<file path="config.mk">
export PLATFORM = sky130hd
export DESIGN_NAME = irt_top
export DESIGN_NICKNAME = d
export VERILOG_FILES = /design/src/include/irt_pkg.sv /design/src/rtl/irt_top.sv
export SDC_FILE = /design/constraint.sdc
export NUM_CORES = 1
export LEC_CHECK = 0
export BUFFER_PORTS_ARGS = -buffer_cell sky130_fd_sc_hd__buf_2
export CAP_MARGIN = 20
export CORE_MARGIN = 1
export CORE_UTILIZATION = 50
export DETAILED_ROUTE_END_ITERATION = 8
export HOLD_SLACK_MARGIN = 0.03
export PLACE_DENSITY = 0.75
export SLEW_MARGIN = 25
export SYNTH_ARGS = -nofsm -noshare
export SYNTH_HDL_FRONTEND = slang
export SYNTH_SLANG_ARGS = --single-unit
export TNS_END_PERCENT = 20
</file>
<file path="constraint.sdc">
create_clock -name CLK_SYS -period 4.2 [get_ports CLK_SYS]
set_input_delay 0.63 -clock CLK_SYS [delete_from_list [all_inputs] [get_ports CLK_SYS]]
set_output_delay 0.63 -clock CLK_SYS [all_outputs]
set_load 0.02 [all_outputs]
</file>
<file path="src/include/irt_pkg.sv">
// How it works
// - While disabled, the transmit pin follows software level and enable bits.
// - The timer runs only when enabled; its mode bit selects the modulator.
// - Counter rollover from FFFF to 0000 sets overflow and may interrupt.
// - Input clock is system clock divided by two to the divider field.
// - Carrier high lasts high byte plus one, low lasts low byte plus one.
// - Carrier, data and polarity are latched at each interval start.
// - When enabled, the pin idles at the polarity bit level.
// - Down counter steps on carrier cycles or on input clocks.
// - Latched data one sends carrier, inverted when polarity set; zero sends idle.
// - Transmit starts on enable or mode set, sampling settings at start.
// - At zero the counter reloads, resamples, updates output, sets flag.
// - Each interval lasts modulation time plus one counter clocks.
// - Envelope modes drive envelope pin with data, inverted when polarity set.
// - Envelope 01 sends modulated carrier, 10 sends plain carrier on transmit pin.
// - Edge-select field picks which receive edges qualify.
// - Receive counting starts from 0000 at the first qualified edge.
// - Receive counter steps on carrier cycles or on input clocks.
// - Later edges store level, copy counter, optionally clear it, keep counting.
// - Receive continues until stopped; rollover before an edge sets overflow.
// - Burst mode counts edges; flag when two carrier cycles lack edges.
// - Burst mode turning on loads modulation time with 0001.
package irt_pkg;
   // Register byte addresses.
   localparam logic [7:0] IRT_CTRL_ADDR = 8'h00;
   localparam logic [7:0] IRT_STAT_ADDR = 8'h04;
   localparam logic [7:0] IRT_CARR_ADDR = 8'h08;
   localparam logic [7:0] IRT_MODT_ADDR = 8'h0C;
   localparam logic [7:0] IRT_CNTV_ADDR = 8'h10;
   localparam logic [7:0] IRT_PWRC_ADDR = 8'h14;
   // Control field positions.
   localparam int IRT_EN     = 0;
   localparam int IRT_MODE   = 1;
   localparam int IRT_CKSEL  = 2;
   localparam int IRT_POL    = 3;
   localparam int IRT_DATA   = 4;
   localparam int IRT_DIV_LO = 5;
   localparam int IRT_ENV_LO = 7;
   localparam int IRT_EDG_LO = 9;
   localparam int IRT_RELOAD = 11;
   localparam int IRT_BURST  = 12;
   localparam int IRT_IE     = 13;
   localparam int IRT_CTRL_W = 14;
   // Status and power-control bits.
   localparam int IRT_ST_IF  = 0;
   localparam int IRT_ST_OV  = 1;
   localparam int IRT_PW_LVL = 0;
   localparam int IRT_PW_OE  = 1;
   // Reset values and constants.
   localparam logic [13:0] IRT_CTRL_RST = 14'h0000;
   localparam logic [15:0] IRT_W16_ZERO = 16'h0000;
   localparam logic [15:0] IRT_W16_ONE  = 16'h0001;
   localparam logic [15:0] IRT_W16_MAX  = 16'hFFFF;
   localparam logic [1:0]  IRT_ENV_MOD  = 2'h1;
   localparam logic [1:0]  IRT_ENV_RAW  = 2'h2;
   localparam logic [1:0]  IRT_EDG_RISE = 2'h1;
   localparam logic [1:0]  IRT_EDG_FALL = 2'h2;
   localparam logic [1:0]  IRT_EDG_BOTH = 2'h3;
   localparam logic [1:0]  IRT_GAP_LIM  = 2'h2;
endpackage : irt_pkg

</file>
<file path="src/rtl/irt_top.sv">
// The address map and strobed register access were left to the implementer.
`timescale 1ns/1ns
`default_nettype none
module irt_top
   import irt_pkg::*;
(
   // Clock and reset.
   input  wire logic        CLK_SYS,
   input  wire logic        RESET,
   // Register port.
   input  wire logic [7:0]  REG_ADDR,
   input  wire logic [31:0] REG_WDATA,
   input  wire logic        REG_WR,
   input  wire logic        REG_RD,
   output var  logic [31:0] REG_RDATA,
   // Infrared pins.
   input  wire logic        IR_RX_PIN,
   output var  logic        IR_TX_PIN,
   output var  logic        IR_TX_OE_N,
   output var  logic        ENVELOPE_OUT_PIN,
   // Interrupt request level.
   output logic             IR_IRQ
);

   // Decrement or increment of a 16-bit count.
   function automatic logic [15:0] irt_step(input logic [15:0] v,
                                             input logic up);
      irt_step = up ? 16'(v + IRT_W16_ONE) : 16'(v - IRT_W16_ONE);
   endfunction : irt_step

   ////////////////////////////////////////////////////////////////
   // State.
   logic [13:0] ctrl_r;
   logic [15:0] carr_r;
   logic [15:0] modt_r;
   logic [15:0] cntv_r;
   logic [1:0]  pwr_r;
   logic        intf_r;
   logic        ovfl_r;
   logic [2:0]  pre_r;
   logic        phase_r;
   logic [7:0]  ccnt_r;
   logic [15:0] carl_r;
   logic        datl_r;
   logic        poll_r;
   logic        txrun_q_r;
   logic        rx_s1_r;
   logic        rx_s2_r;
   logic        rx_s3_r;
   logic        started_r;
   logic [1:0]  gap_r;
   logic [31:0] rdata_r;
   logic        tx_r;
   logic        oen_r;
   logic        env_r;

   ////////////////////////////////////////////////////////////////
   // Register decode.
   wire wr_ctrl = REG_WR && (REG_ADDR == IRT_CTRL_ADDR);
   wire wr_stat = REG_WR && (REG_ADDR == IRT_STAT_ADDR);
   wire wr_carr = REG_WR && (REG_ADDR == IRT_CARR_ADDR);
   wire wr_modt = REG_WR && (REG_ADDR == IRT_MODT_ADDR);
   wire wr_cntv = REG_WR && (REG_ADDR == IRT_CNTV_ADDR);
   wire wr_pwrc = REG_WR && (REG_ADDR == IRT_PWRC_ADDR);
   wire [15:0] wd16 = REG_WDATA[15:0];

   // Control fields.
   wire       en     = ctrl_r[IRT_EN];
   wire       mode   = ctrl_r[IRT_MODE];
   wire       cksel  = ctrl_r[IRT_CKSEL];
   wire       pol    = ctrl_r[IRT_POL];
   wire [1:0] div    = ctrl_r[IRT_DIV_LO +: 2];
   wire [1:0] envsel = ctrl_r[IRT_ENV_LO +: 2];
   wire [1:0] edgsel = ctrl_r[IRT_EDG_LO +: 2];
   wire       reload = ctrl_r[IRT_RELOAD];
   wire       burst  = ctrl_r[IRT_BURST];
   wire       ie     = ctrl_r[IRT_IE];

   ////////////////////////////////////////////////////////////////
   // Input clock tick: a free prescaler, masked by the divider.
   wire [2:0] pmask = 3'((4'h1 << div) - 4'h1);
   wire tick = ((pre_r & pmask) == pmask);

   // Run states and transmit start.
   wire tx_run   = en && mode;
   wire rx_run   = en && !mode;
   wire tx_start = tx_run && !txrun_q_r;

   // Carrier generator: the phase counter runs down, then flips.
   wire car_end = tick && (ccnt_r == 8'h00) && !phase_r;
   wire cclk    = cksel ? tick : car_end;
   wire tx_rel  = tx_run && !tx_start && cclk
                  && (cntv_r == IRT_W16_ZERO);
   wire tx_lat  = tx_start || tx_rel;
   wire [15:0] carl_nxt = tx_lat ? carr_r : carl_r;
   wire [15:0] car_src  = tx_run ? carl_nxt : carr_r;
   wire gen_rst = !en || tx_start;
   wire phase_nxt = gen_rst ? 1'b1
                  : (tick && ccnt_r == 8'h00) ? !phase_r
                  : phase_r;
   wire [7:0] ccnt_nxt = gen_rst ? car_src[15:8]
                  : !tick ? ccnt_r
                  : (ccnt_r != 8'h00) ? 8'(ccnt_r - 8'h01)
                  : phase_r ? car_src[7:0]
                  : car_src[15:8];

   ////////////////////////////////////////////////////////////////
   // Receive edges, taken only from the synchronised copy.
   wire rise = rx_s2_r && !rx_s3_r;
   wire fall = !rx_s2_r && rx_s3_r;
   wire qual = rx_run && (((edgsel == IRT_EDG_RISE) && rise)
                       || ((edgsel == IRT_EDG_FALL) && fall)
                       || ((edgsel == IRT_EDG_BOTH)
                           && (rise || fall)));
   wire first_ev = qual && !started_r;
   wire later_ev = qual && started_r;
   wire capture  = later_ev && !burst;
   wire rx_inc   = rx_run && started_r && cclk;
   wire rollover = rx_inc && (cntv_r == IRT_W16_MAX)
                   && !later_ev;
   // An edge in the same cycle as the second carrier end still counts as carrier present.
   wire gap_ev   = rx_run && burst && started_r && car_end && !qual
                   && (gap_r == IRT_GAP_LIM - 2'h1);
   wire burst_on = wr_ctrl && REG_WDATA[IRT_BURST]
                   && !burst;

   ////////////////////////////////////////////////////////////////
   // Next values of software-visible registers.
   // Hardware updates take precedence over a write in the same cycle.
   wire [13:0] ctrl_w   = wr_ctrl ? REG_WDATA[13:0] : ctrl_r;
   wire [13:0] ctrl_nxt = capture
                        ? ((ctrl_w & ~(14'h1 << IRT_DATA))
                           | (14'(rx_s2_r) << IRT_DATA))
                        : ctrl_w;
   wire [15:0] cntv_nxt =
        tx_start ? modt_r
      : tx_rel   ? modt_r
      : (tx_run && cclk) ? irt_step(cntv_r, 1'b0)
      : first_ev ? IRT_W16_ZERO
      : (later_ev && reload) ? IRT_W16_ZERO
      : rx_inc   ? irt_step(cntv_r, 1'b1)
      : wr_cntv  ? wd16
      : cntv_r;
   wire [15:0] modt_nxt =
        burst_on ? IRT_W16_ONE
      : (rx_run && burst && qual)
                 ? irt_step(modt_r, 1'b1)
      : capture  ? cntv_r
      : wr_modt  ? wd16
      : modt_r;
   // A flag being set wins over a clear in the same cycle.
   wire if_set   = tx_rel || capture || gap_ev;
   wire intf_nxt = if_set
                 || (intf_r && !(wr_stat && REG_WDATA[IRT_ST_IF]));
   wire ovfl_nxt = rollover
                 || (ovfl_r && !(wr_stat && REG_WDATA[IRT_ST_OV]));
   wire [1:0] gap_nxt = (qual || !rx_run) ? 2'h0
                      : (car_end && gap_r != IRT_GAP_LIM)
                        ? 2'(gap_r + 2'h1) : gap_r;

   ////////////////////////////////////////////////////////////////
   // Pin outputs.
   wire car_out  = phase_r ^ poll_r;
   wire env_mode = (envsel == IRT_ENV_MOD) || (envsel == IRT_ENV_RAW);
   wire tx_nxt =
        !en ? pwr_r[IRT_PW_LVL]
      : !mode ? pol
      : (envsel == IRT_ENV_RAW) ? car_out
      : datl_r ? car_out
      : poll_r;
   wire oen_nxt = en ? 1'b0 : !pwr_r[IRT_PW_OE];
   wire env_nxt = tx_run && env_mode
                  && (datl_r ^ poll_r);

   // Read data mux; unmapped addresses read zero.
   wire [31:0] rd_mux =
        (REG_ADDR == IRT_CTRL_ADDR) ? {18'h0, ctrl_r}
      : (REG_ADDR == IRT_STAT_ADDR) ? {30'h0, ovfl_r, intf_r}
      : (REG_ADDR == IRT_CARR_ADDR) ? {16'h0, carr_r}
      : (REG_ADDR == IRT_MODT_ADDR) ? {16'h0, modt_r}
      : (REG_ADDR == IRT_CNTV_ADDR) ? {16'h0, cntv_r}
      : (REG_ADDR == IRT_PWRC_ADDR) ? {30'h0, pwr_r}
      : 32'h0;

   ////////////////////////////////////////////////////////////////
   // Software registers.
   always_ff @(posedge CLK_SYS or posedge RESET) begin
      if (RESET) begin
         ctrl_r <= IRT_CTRL_RST;
         carr_r <= IRT_W16_ZERO;
         modt_r <= IRT_W16_ZERO;
         cntv_r <= IRT_W16_ZERO;
         pwr_r  <= 2'h0;
         intf_r <= 1'b0;
         ovfl_r <= 1'b0;
      end else begin
         ctrl_r <= ctrl_nxt;
         carr_r <= wr_carr ? wd16 : carr_r;
         modt_r <= modt_nxt;
         cntv_r <= cntv_nxt;
         pwr_r  <= wr_pwrc ? REG_WDATA[1:0] : pwr_r;
         intf_r <= intf_nxt;
         ovfl_r <= ovfl_nxt;
      end
   end

   // Carrier generator and transmit latches.
   always_ff @(posedge CLK_SYS or posedge RESET) begin
      if (RESET) begin
         pre_r     <= 3'h0;
         phase_r   <= 1'b1;
         ccnt_r    <= 8'h00;
         carl_r    <= IRT_W16_ZERO;
         datl_r    <= 1'b0;
         poll_r    <= 1'b0;
         txrun_q_r <= 1'b0;
      end else begin
         pre_r     <= 3'(pre_r + 3'h1);
         phase_r   <= phase_nxt;
         ccnt_r    <= ccnt_nxt;
         carl_r    <= carl_nxt;
         datl_r    <= tx_lat ? ctrl_r[IRT_DATA] : datl_r;
         poll_r    <= tx_lat ? pol : poll_r;
         txrun_q_r <= tx_run;
      end
   end

   // Receive synchroniser and edge bookkeeping.
   always_ff @(posedge CLK_SYS or posedge RESET) begin
      if (RESET) begin
         rx_s1_r   <= 1'b0;
         rx_s2_r   <= 1'b0;
         rx_s3_r   <= 1'b0;
         started_r <= 1'b0;
         gap_r     <= 2'h0;
      end else begin
         rx_s1_r   <= IR_RX_PIN;
         rx_s2_r   <= rx_s1_r;
         rx_s3_r   <= rx_s2_r;
         started_r <= rx_run && (started_r || qual);
         gap_r     <= gap_nxt;
      end
   end

   // Registered pins and read data, held in the cycle after a read only.
   always_ff @(posedge CLK_SYS or posedge RESET) begin
      if (RESET) begin
         rdata_r <= 32'h0;
         tx_r    <= 1'b0;
         oen_r   <= 1'b1;
         env_r   <= 1'b0;
      end else begin
         rdata_r <= REG_RD ? rd_mux : 32'h0;
         tx_r    <= tx_nxt;
         oen_r   <= oen_nxt;
         env_r   <= env_nxt;
      end
   end

   assign REG_RDATA        = rdata_r;
   assign IR_TX_PIN        = tx_r;
   assign IR_TX_OE_N       = oen_r;
   assign ENVELOPE_OUT_PIN = env_r;
   assign IR_IRQ           = ie && (intf_r || ovfl_r);
endmodule : irt_top
`default_nettype wire
</file>
==> run_results.csv, run 1 <==
group,metric,value,unit
sta,period_minus_slack,3110,ps
synth,netlist_area,7840,um^2
clock_tree,tritoncts,"built",
synth,netlist_instances,838,
clock_tree,htreeDepth,4,
die,coreArea,15300,um^2
clock_tree,cts-root-buf,"clkbuf_16",
worst_setup_path,cp-end-kind,"register",
route,antenna_left,0,
die,io_pins,81,
clock_tree,cts.path.max_buffers,2,
sta,final-setup-viol-count,0,
sta,fmax,322,MHz
synth,synth_top_area_cell,"dfrtp_1",
placement,place_congestion,0.928,
synth,synth-compound-area-share,21.2,%
route,detail_route.wl_per_cell,21.6,um
die,fp.dieW,127,um
synth,synth.distinct_cells,77,
sta,tightest_slew,1000,ps
cells_and_area,drive_gt1_share,20.5,%
synth,ys_warn_count,0,
route,drt_pre_antenna_iters,6,
power_and_ir_drop,p_leak,3.81,nW
worst_setup_path,start_kind,"register",
sta,worst_hold_slack,305,ps
global_route,gr-total-overflow,0,
global_route,grt_max_degree,77,
synth,synth_top_family_by_area,"compound AO/OA/AOI/OAI gates",
route,drc,0,
route,via_per_inst,6.40,
min_path,hold_path.class,"in -> reg",
run_status,status,"complete, no violations",
power_and_ir_drop,power.total,0.00321,W
synth,synth_edf_count,0,
sta,finalHoldViolCount,0,
cells_and_area,area_growth,10.7,%
sta,rsz0062_at_grt,"false",
clock_tree,clock_latency,430,ps
route,drt_wl_total,23300,um
worst_setup_path,critPathArrivalTime,3430,ps
synth,synth.avg_cell_area,9.35,um^2
global_route,track_usage,30.2,%
synth,yosys.area_share.simple,17.9,%
clock_tree,cts_resized,0,
job,drv_cap,0,
synth,ys_async_sr_fraction,100,%
worst_setup_path,r2r_slack,1090,ps
sta,finalMaxSlewViolations,0,
clock_tree,cts_buffers,17,
sta,setup_tns,0,ps
route,drt_iter0_markers,842,
cells_and_area,layout_common_cells,"dfrtp_1 (120), nand2_1 (67), mux2_2 (58), o21ai_0 (53), buf_2 (48)",
die,start_util,51.3,%
die,dieArea,16200,um^2
synth,ys_seq_area_share,39.0,%
synth,synthMuxAreaShare,9.89,%
power_and_ir_drop,max-vdd-ir-drop,0.297,mV
die,die_h,127,um
worst_setup_path,critical_path_required,4520,ps
route,via_count,6913,
clock_tree,clk_pin_slew,60,ps
global_route,grt_pass1_wl,36900,um
placement,pre_cts_slack,913,ps
global_route,grt_pass1_vias,6519,
worst_setup_path,worstSetupPathType,"reg -> reg",
synth,synthFlopType,"dfrtp_1",
die,rows,45,
clock_tree,cts_setup_buffers,0,
placement,dp_hpwl,16400,um
clock_tree,ctsHoldBuffers,0,
synth,yosys-top-cells-area,"dfrtp_1 (38%), mux2_2 (8.3%), o21ai_0 (3.4%)",
cells_and_area,nNetsFinal,911,
power_and_ir_drop,pwr_density_cell,370,nW/um^2
sta,maxSlewHeadroom,32.8,%
cells_and_area,final_common_cell,"dfrtp_1",
global_route,antenna_found_initial,1,
synth,synth_seq_cells,122,
clock_tree,clock-sinks,122,
synth,synthAdderAreaFrac,1.76,%
placement,portBuffers,48,
synth,yosysTopAreaCellShare,38.3,%
sta,finClkSkew,6.40,ps
synth,synthXorXnorAreaFrac,3.69,%
sta,post-route-period-util,74.0,%
worst_setup_path,crit_fanout,22,
sta,fin_ws,1090,ps
==> Yosys cell counts (4+ instances only) <==
cell type / number
or3_1: 5
o22ai_1: 11
xor2_1: 18
a22oi_1: 26
xnor2_1: 15
buf_4: 23
nand4_1: 17
nand3_1: 36
nor2b_1: 6
nor3_1: 21
a21boi_0: 16
o21ai_0: 53
and3_1: 8
or4_1: 5
nor4_1: 11
ha_1: 11
o22a_1: 9
a21oi_1: 31
a31oi_1: 21
nand2b_1: 7
a211oi_1: 17
nor4_4: 5
buf_2: 23
dfrtp_1: 120
mux2_2: 58
inv_1: 27
nand2_1: 67
mux2i_1: 8
clkbuf_1: 30
and2_1: 4
o2bb2ai_1: 11
o221ai_1: 6
a311oi_1: 4
nor2_1: 42
==> final timing paths <==
path                                          end  cells after the start                  start
hold / removal                  rx_s1_r$_DFF_PP0_                      1              IR_RX_PIN
hold reg to reg                 rx_s2_r$_DFF_PP0_                      0      rx_s1_r$_DFF_PP0_
setup / recovery            cntv_r[1]$_DFFE_PP0P_                      8  ccnt_r[0]$_DFFE_PP0P_
setup reg to reg            cntv_r[1]$_DFFE_PP0P_                      8  ccnt_r[0]$_DFFE_PP0P_
max in group asynchronous     phase_r$_DFFE_PP1P_                      3                  RESET
min in group asynchronous  REG_RDATA[6]$_DFF_PP0_                      2                  RESET
==> final cells by class <==
class | instances | area (um^2)
tap | 211 | 264
sequential | 122 | 3060
timing repair buffer | 61 | 350
inverter | 27 | 106
antenna | 1 | 2.50
clock buffer | 18 | 439
clock inverter | 14 | 138
fill | 1360 | 6580
multi-input combinational | 626 | 4320
==> metrics by stage <==
step / util (%) / instance area [um^2] / cells
2_1_floorplan: - / 7890 / 853
3_3_place_gp: 53.0 / 8090 / 1047
3_5_place_dp: 53.0 / 8090 / 1047
4_1_cts: 56.8 / 8670 / 1079
5_1_grt: 56.8 / 8670 / 1079
6_report: 56.9 / 8670 / 1080
==> report_power, final <==
part,switching [W],total [W],internal (W)
clock,0.000593,0.00143,0.000841
combinational,0.000259,0.000434,0.000175
sequential,0.000119,0.00135,0.00123
total,0.000971,0.00321,0.00224
==> kinds of logic after synthesis <==
kind of cell,Yosys count
compound gates,243
xor+xnor,33
fa+ha+maj,11
buf+inv,105
flops,122
mux,69
other cells,1
simple gates,254
==> critical path: stages, from the launching register on <==
cell     delay (ps)
dfrtp_1         420
inv_1            90
ha_1            280
nor2b_1         300
a31oi_1         210
or4_1           600
nand4_1         700
o21ai_0         240
o22ai_1         160
==> routing by layer <==
layer	global-route usage (%)	vias up	share of wire (%)
li1	-	3127	-
met1	41.9	3323	43
met2	44.5	389	44
met3	6.28	74	9.0
met4	15.8	0	4.2
met5	0	-	0
No activity file was read; power rests on OpenSTA's default activity.
==> inputs of run 2 (changes only) <==
- clock period: 4.2 -> 2.87 ns (I/O delays scaled with it)
==> run_results.csv, run 2 (synthesis results as in run 1) <==
group,metric,value,unit
run_status,status,"complete, no violations",
worst_setup_path,start_kind,"register",
cells_and_area,nNetsFinal,955,
clock_tree,tritoncts,"built",
worst_setup_path,cp-end-kind,"register",
global_route,antenna_found_initial,0,
worst_setup_path,r2r_start,"cntv_r[0]$_DFFE_PP0P_",
clock_tree,cts.path.max_buffers,2,
global_route,track_usage,31.2,%
global_route,grt_pass1_wl,38300,um
sta,finClkSkew,10.3,ps
global_route,grt_max_degree,57,
clock_tree,cts_setup_buffers,0,
clock_tree,cts_buffers,17,
clock_tree,cts-root-buf,"clkbuf_16",
clock_tree,clk_pin_slew,60,ps
route,via_per_inst,6.31,
cells_and_area,final_common_cell,"dfrtp_1",
route,via_count,7086,
min_path,hold_path.class,"in -> reg",
sta,tightest_slew,800,ps
placement,dp_hpwl,17100,um
sta,maxSlewHeadroom,46.6,%
global_route,grt_pass1_vias,6860,
route,drc,0,
sta,rsz0062_at_grt,"false",
cells_and_area,layout_common_cells,"dfrtp_1 (120), nand2_1 (67), mux2_2 (58), o21ai_0 (53), buf_4 (52)",
placement,portBuffers,48,
cells_and_area,area_growth,16.0,%
clock_tree,clock-sinks,122,
sta,finalHoldViolCount,0,
route,detail_route.wl_per_cell,21.0,um
worst_setup_path,critPathArrivalTime,2980,ps
die,dieArea,16200,um^2
placement,dp.cells,1090,
sta,fmax,375,MHz
worst_setup_path,rr_endpoint,"ccnt_r[0]$_DFFE_PP0P_",
die,die_h,127,um
placement,post_dp_cell_area,8450,um^2
job,drv_cap,0,
sta,post-route-period-util,93.0,%
worst_setup_path,worstSetupPathType,"reg -> reg",
clock_tree,htreeDepth,4,
min_path,min_from,"IR_RX_PIN",
die,rows,45,
die,start_util,51.3,%
route,drt_pre_antenna_iters,5,
sta,setup_tns,0,ps
worst_setup_path,critical_path_required,3180,ps
route,drt_wl_total,23600,um
worst_setup_path,crit_fanout,7,
global_route,gr-total-overflow,0,
min_path,hold_depth,1,
die,io_pins,81,
sta,final-setup-viol-count,0,
sta,period_minus_slack,2670,ps
route,antenna_left,0,
power_and_ir_drop,max-vdd-ir-drop,0.434,mV
cells_and_area,design_area,9090,um^2
power_and_ir_drop,pwr_density_cell,543,nW/um^2
cells_and_area,utilization,59.5,%
min_path,hold_end,"rx_s1_r$_DFF_PP0_",
cells_and_area,num_antenna_cells,0,
clock_tree,cts_resized,0,
cells_and_area,drive_gt1_share,24.2,%
route,drt_iter0_markers,893,
placement,place_congestion,0.961,
sta,finalMaxSlewViolations,0,
die,coreArea,15300,um^2
power_and_ir_drop,p_leak,4.06,nW
worst_setup_path,r2r_slack,200,ps
die,fp.dieW,127,um
clock_tree,clock_latency,430,ps
worst_setup_path,reg2regPathDepth,9,
cells_and_area,finalNonFillerCells,1123,
==> run 2: cell types whose count changed in the layout (fill, tap and decap cells not counted) <==
cell	change
inv_8	-1
diode_2	-1
clkbuf_8	+1
clkinv_4	+2
buf_12	+3
clkinvlp_4	+1
bufinv_16	+2
buf_4	+40
dlygate4sd3_1	+1
inv_6	-5
==> run 2: worst max-delay path, cell delays in order, from the launching register on <==
cell	delay, ps
dfrtp_1	370
inv_1	110
ha_1	150
nor4bb_1	360
buf_4	190
and4_1	260
and4_1	360
nor2_4	130
mux2_4	330
a211o_1	290
==> run 2: through the flow <==
stage,hold WS [ps],setup slack (ps),total power [W]
3_3_place_gp,336,176,0.00267
3_5_place_dp,336,113,0.00268
6_report,103,200,0.00493
5_1_grt,96.9,72.9,0.00510
2_1_floorplan,331,363,0.00244
4_1_cts,90.8,219,0.00493
==> run 2: final cells by class <==
class / instances / area [um^2]
fillers: 1319 / 6170
inverters: 27 / 105
clock buffers: 19 / 453
well taps: 211 / 264
flip-flops and latches: 122 / 3060
repair buffers: 105 / 721
clock inverters: 13 / 169
multi-input cells: 626 / 4320
==> run 2: worst max-delay path by stage <==
stage / start / end / slack, ps
after CTS: cntv_r[0]$_DFFE_PP0P_ / ccnt_r[0]$_DFFE_PP0P_ / 220
after global routing: cntv_r[0]$_DFFE_PP0P_ / ccnt_r[0]$_DFFE_PP0P_ / 70
after floorplan: ccnt_r[0]$_DFFE_PP0P_ / cntv_r[10]$_DFFE_PP0P_ / 360
after global placement: REG_ADDR[7] / modt_r[8]$_DFFE_PP0P_ / 180
after detailed placement: REG_ADDR[7] / modt_r[10]$_DFFE_PP0P_ / 110
final: cntv_r[0]$_DFFE_PP0P_ / ccnt_r[0]$_DFFE_PP0P_ / 200
==> run 2: layer usage <==
layer	GRT usage [%]	share of wire, %	wire length, um	vias to the layer above
met3	6.66	8.2	1920	72
li1	-	-	-	3222
met2	47.1	44	10400	370
met4	15.2	4.1	965	0
met1	42.7	44	10300	3422
met5	0	0	0	-
==> run 2: repair_timing <==
item,in CTS,in global routing
endpoints found under the setup margin,0,0
hold buffers,1,0
hold endpoints to repair,1,0
==> run 2: where the power goes <==
part           leakage (nW)  switching, W  total, W  internal [W]
combinational          2.20      0.000459  0.000771      0.000312
clock                 0.292      0.000842   0.00226       0.00142
sequential             1.57      0.000106   0.00190       0.00180
total                  4.06       0.00141   0.00493       0.00352
==> inputs of run 3 (changes only) <==
- PLACE_DENSITY: 0.75 -> 0.78
- clock period: 2.87 -> 2.44 ns (I/O delays scaled with it)
==> run_results.csv, run 3 (synthesis results as in run 1) <==
group,metric,value,unit
run_status,status,"finished with violations",
run_status,violations,"setup timing",
die,fp.dieW,127,um
worst_setup_path,critical_path_required,2720,ps
global_route,grt_pass1_vias,6700,
global_route,gr-total-overflow,0,
sta,tightest_slew,773,ps
die,die_h,127,um
placement,portBuffers,48,
route,detail_route.wl_per_cell,21.3,um
cells_and_area,seq_area,3060,um^2
power_and_ir_drop,seqPwrFrac,39.6,%
cells_and_area,area_growth,25.0,%
power_and_ir_drop,p_leak,4.42,nW
cells_and_area,utilization,64.2,%
sta,finClkSkew,7.22,ps
clock_tree,tritoncts,"built",
min_path,hold_path.class,"in -> reg",
cells_and_area,drive_gt1_share,31.6,%
worst_setup_path,worstSetupPathType,"reg -> reg",
cells_and_area,n_fill_cell,1224,
sta,final-setup-viol-count,1,
cells_and_area,num_antenna_cells,0,
sta,post-route-period-util,100,%
clock_tree,clk_pin_slew,60,ps
worst_setup_path,start_kind,"register",
clock_tree,clock-sinks,122,
cells_and_area,design_area,9790,um^2
power_and_ir_drop,pwr_density_cell,572,nW/um^2
clock_tree,htreeDepth,4,
power_and_ir_drop,power_frac_comb,18.5,%
route,drc,0,
power_and_ir_drop,power_switching,0.00164,W
cells_and_area,final_common_cell,"dfrtp_1",
clock_tree,clock_latency,420,ps
cells_and_area,layout_common_cells,"dfrtp_1 (120), buf_4 (91), nand2_1 (67), mux2_2 (58), o21ai_0 (49)",
sta,period_minus_slack,2450,ps
worst_setup_path,crit_fanout,7,
global_route,antenna_found_initial,1,
global_route,grt_pass1_wl,38100,um
die,rows,45,
sta,fin_ws,-5.28,ps
sta,finalHoldViolCount,0,
clock_tree,cts-root-buf,"clkbuf_16",
job,drv_cap,0,
power_and_ir_drop,p_sw_share,29.2,%
power_and_ir_drop,clkPwrFrac,41.8,%
route,drt_wl_total,25100,um
die,io_pins,81,
die,dieArea,16200,um^2
route,antenna_left,0,
route,via_per_inst,6.35,
clock_tree,cts_buffers,17,
placement,post_dp_cell_area,8830,um^2
cells_and_area,nNetsFinal,1012,
placement,dp_hpwl,17700,um
sta,maxSlewHeadroom,48.4,%
global_route,grt_max_degree,49,
route,drt_pre_antenna_iters,6,
placement,place_congestion,0.968,
sta,rsz0062_at_grt,"true",
power_and_ir_drop,max-vdd-ir-drop,0.430,mV
worst_setup_path,critPathArrivalTime,2720,ps
die,start_util,51.3,%
route,via_count,7484,
sta,fmax,409,MHz
sta,finalMaxSlewViolations,0,
worst_setup_path,cp-end-kind,"register",
cells_and_area,multiInputGateArea,4490,um^2
global_route,track_usage,31.0,%
power_and_ir_drop,internal_power,0.00396,W
route,drt_iter0_markers,998,
die,coreArea,15300,um^2
clock_tree,cts.path.max_buffers,2,
[run 3: cell types whose count changed in the layout (fill, tap and decap cells not counted), moves of 6 or more]
cell      delta
buf_12       +7
a211oi_1    -12
a211oi_2    +12
buf_4       +39
buf_6        +6
[run 3: final timing paths]
check	start	to	slack (ps)	depth (start not counted)
setup / recovery	rx_s2_r$_DFF_PP0_	modt_r[1]$_DFFE_PP0P_	-5	10
hold / removal	IR_RX_PIN	rx_s1_r$_DFF_PP0_	50	1
setup reg to reg	rx_s2_r$_DFF_PP0_	modt_r[1]$_DFFE_PP0P_	-5	10
hold reg to reg	rx_s1_r$_DFF_PP0_	rx_s2_r$_DFF_PP0_	350	0
max in group asynchronous	RESET	phase_r$_DFFE_PP1P_	1340	4
min in group asynchronous	RESET	asynchronous set/reset pin	490	3
[run 3: routing by layer]
layer  vias to the layer above  global-route usage [%]  routed length, um
met5                         -                       0                  0
met4                         0                    12.5                835
met3                        74                    6.91               2420
met2                       447                    46.3              11400
met1                      3621                    43.7              10500
li1                       3342                       -                  -
[run 3: final cells by class]
cell class / instances / area share [%]
well taps: 211 / 2.70
repair buffers: 162 / 13.6
clock inverters: 12 / 1.05
multi-input cells: 626 / 45.8
inverters: 27 / 1.07
flip-flops and latches: 122 / 31.2
clock buffers: 19 / 4.52
[run 3: worst max-delay path: stages, from the launching register on]
cell and delay, ps:
dfrtp_1 380, inv_1 60, ha_1 280, nand2b_4 160, a311oi_4 320, clkbuf_16 190, buf_12 120, buf_6 90
a22oi_2 90, a222oi_1 480, a21oi_1 120
[run 3: what timing repair did]
item,in CTS,in global routing
hold buffers,1,0
gates resized for setup,1,47
endpoints found under the hold margin,11,0
cloned,0,4
pin swaps,0,21
buffers inserted,0,14
setup endpoints to repair,4,39
[run 3: power groups by stage]
| stage | Clock (W) | Combinational, W | Sequential, W |
|---|---|---|---|
| after floorplan | 0 | 0.000665 | 0.00221 |
| after global placement | 0 | 0.000948 | 0.00224 |
| after detailed placement | 0 | 0.000962 | 0.00225 |
| after CTS | 0.00237 | 0.000970 | 0.00221 |
| after global routing | 0.00248 | 0.00112 | 0.00223 |
| final | 0.00234 | 0.00104 | 0.00222 |
[run 3: stage by stage]
stage | hold slack, ps | cells | TNS [ps] | total power, W | worst slack [ps]
CTS | 41.0 | 1161 | 0 | 0.00555 | 16.7
floorplan | 331 | 853 | -432 | 0.00287 | -67.4
global placement | 333 | 1129 | -1610 | 0.00319 | -144
detailed placement | 336 | 1129 | -19.2 | 0.00321 | -19.2
global route | 32.5 | 1179 | -479 | 0.00583 | -60.1
finish | 53.9 | 1179 | -5.28 | 0.00560 | -5.28
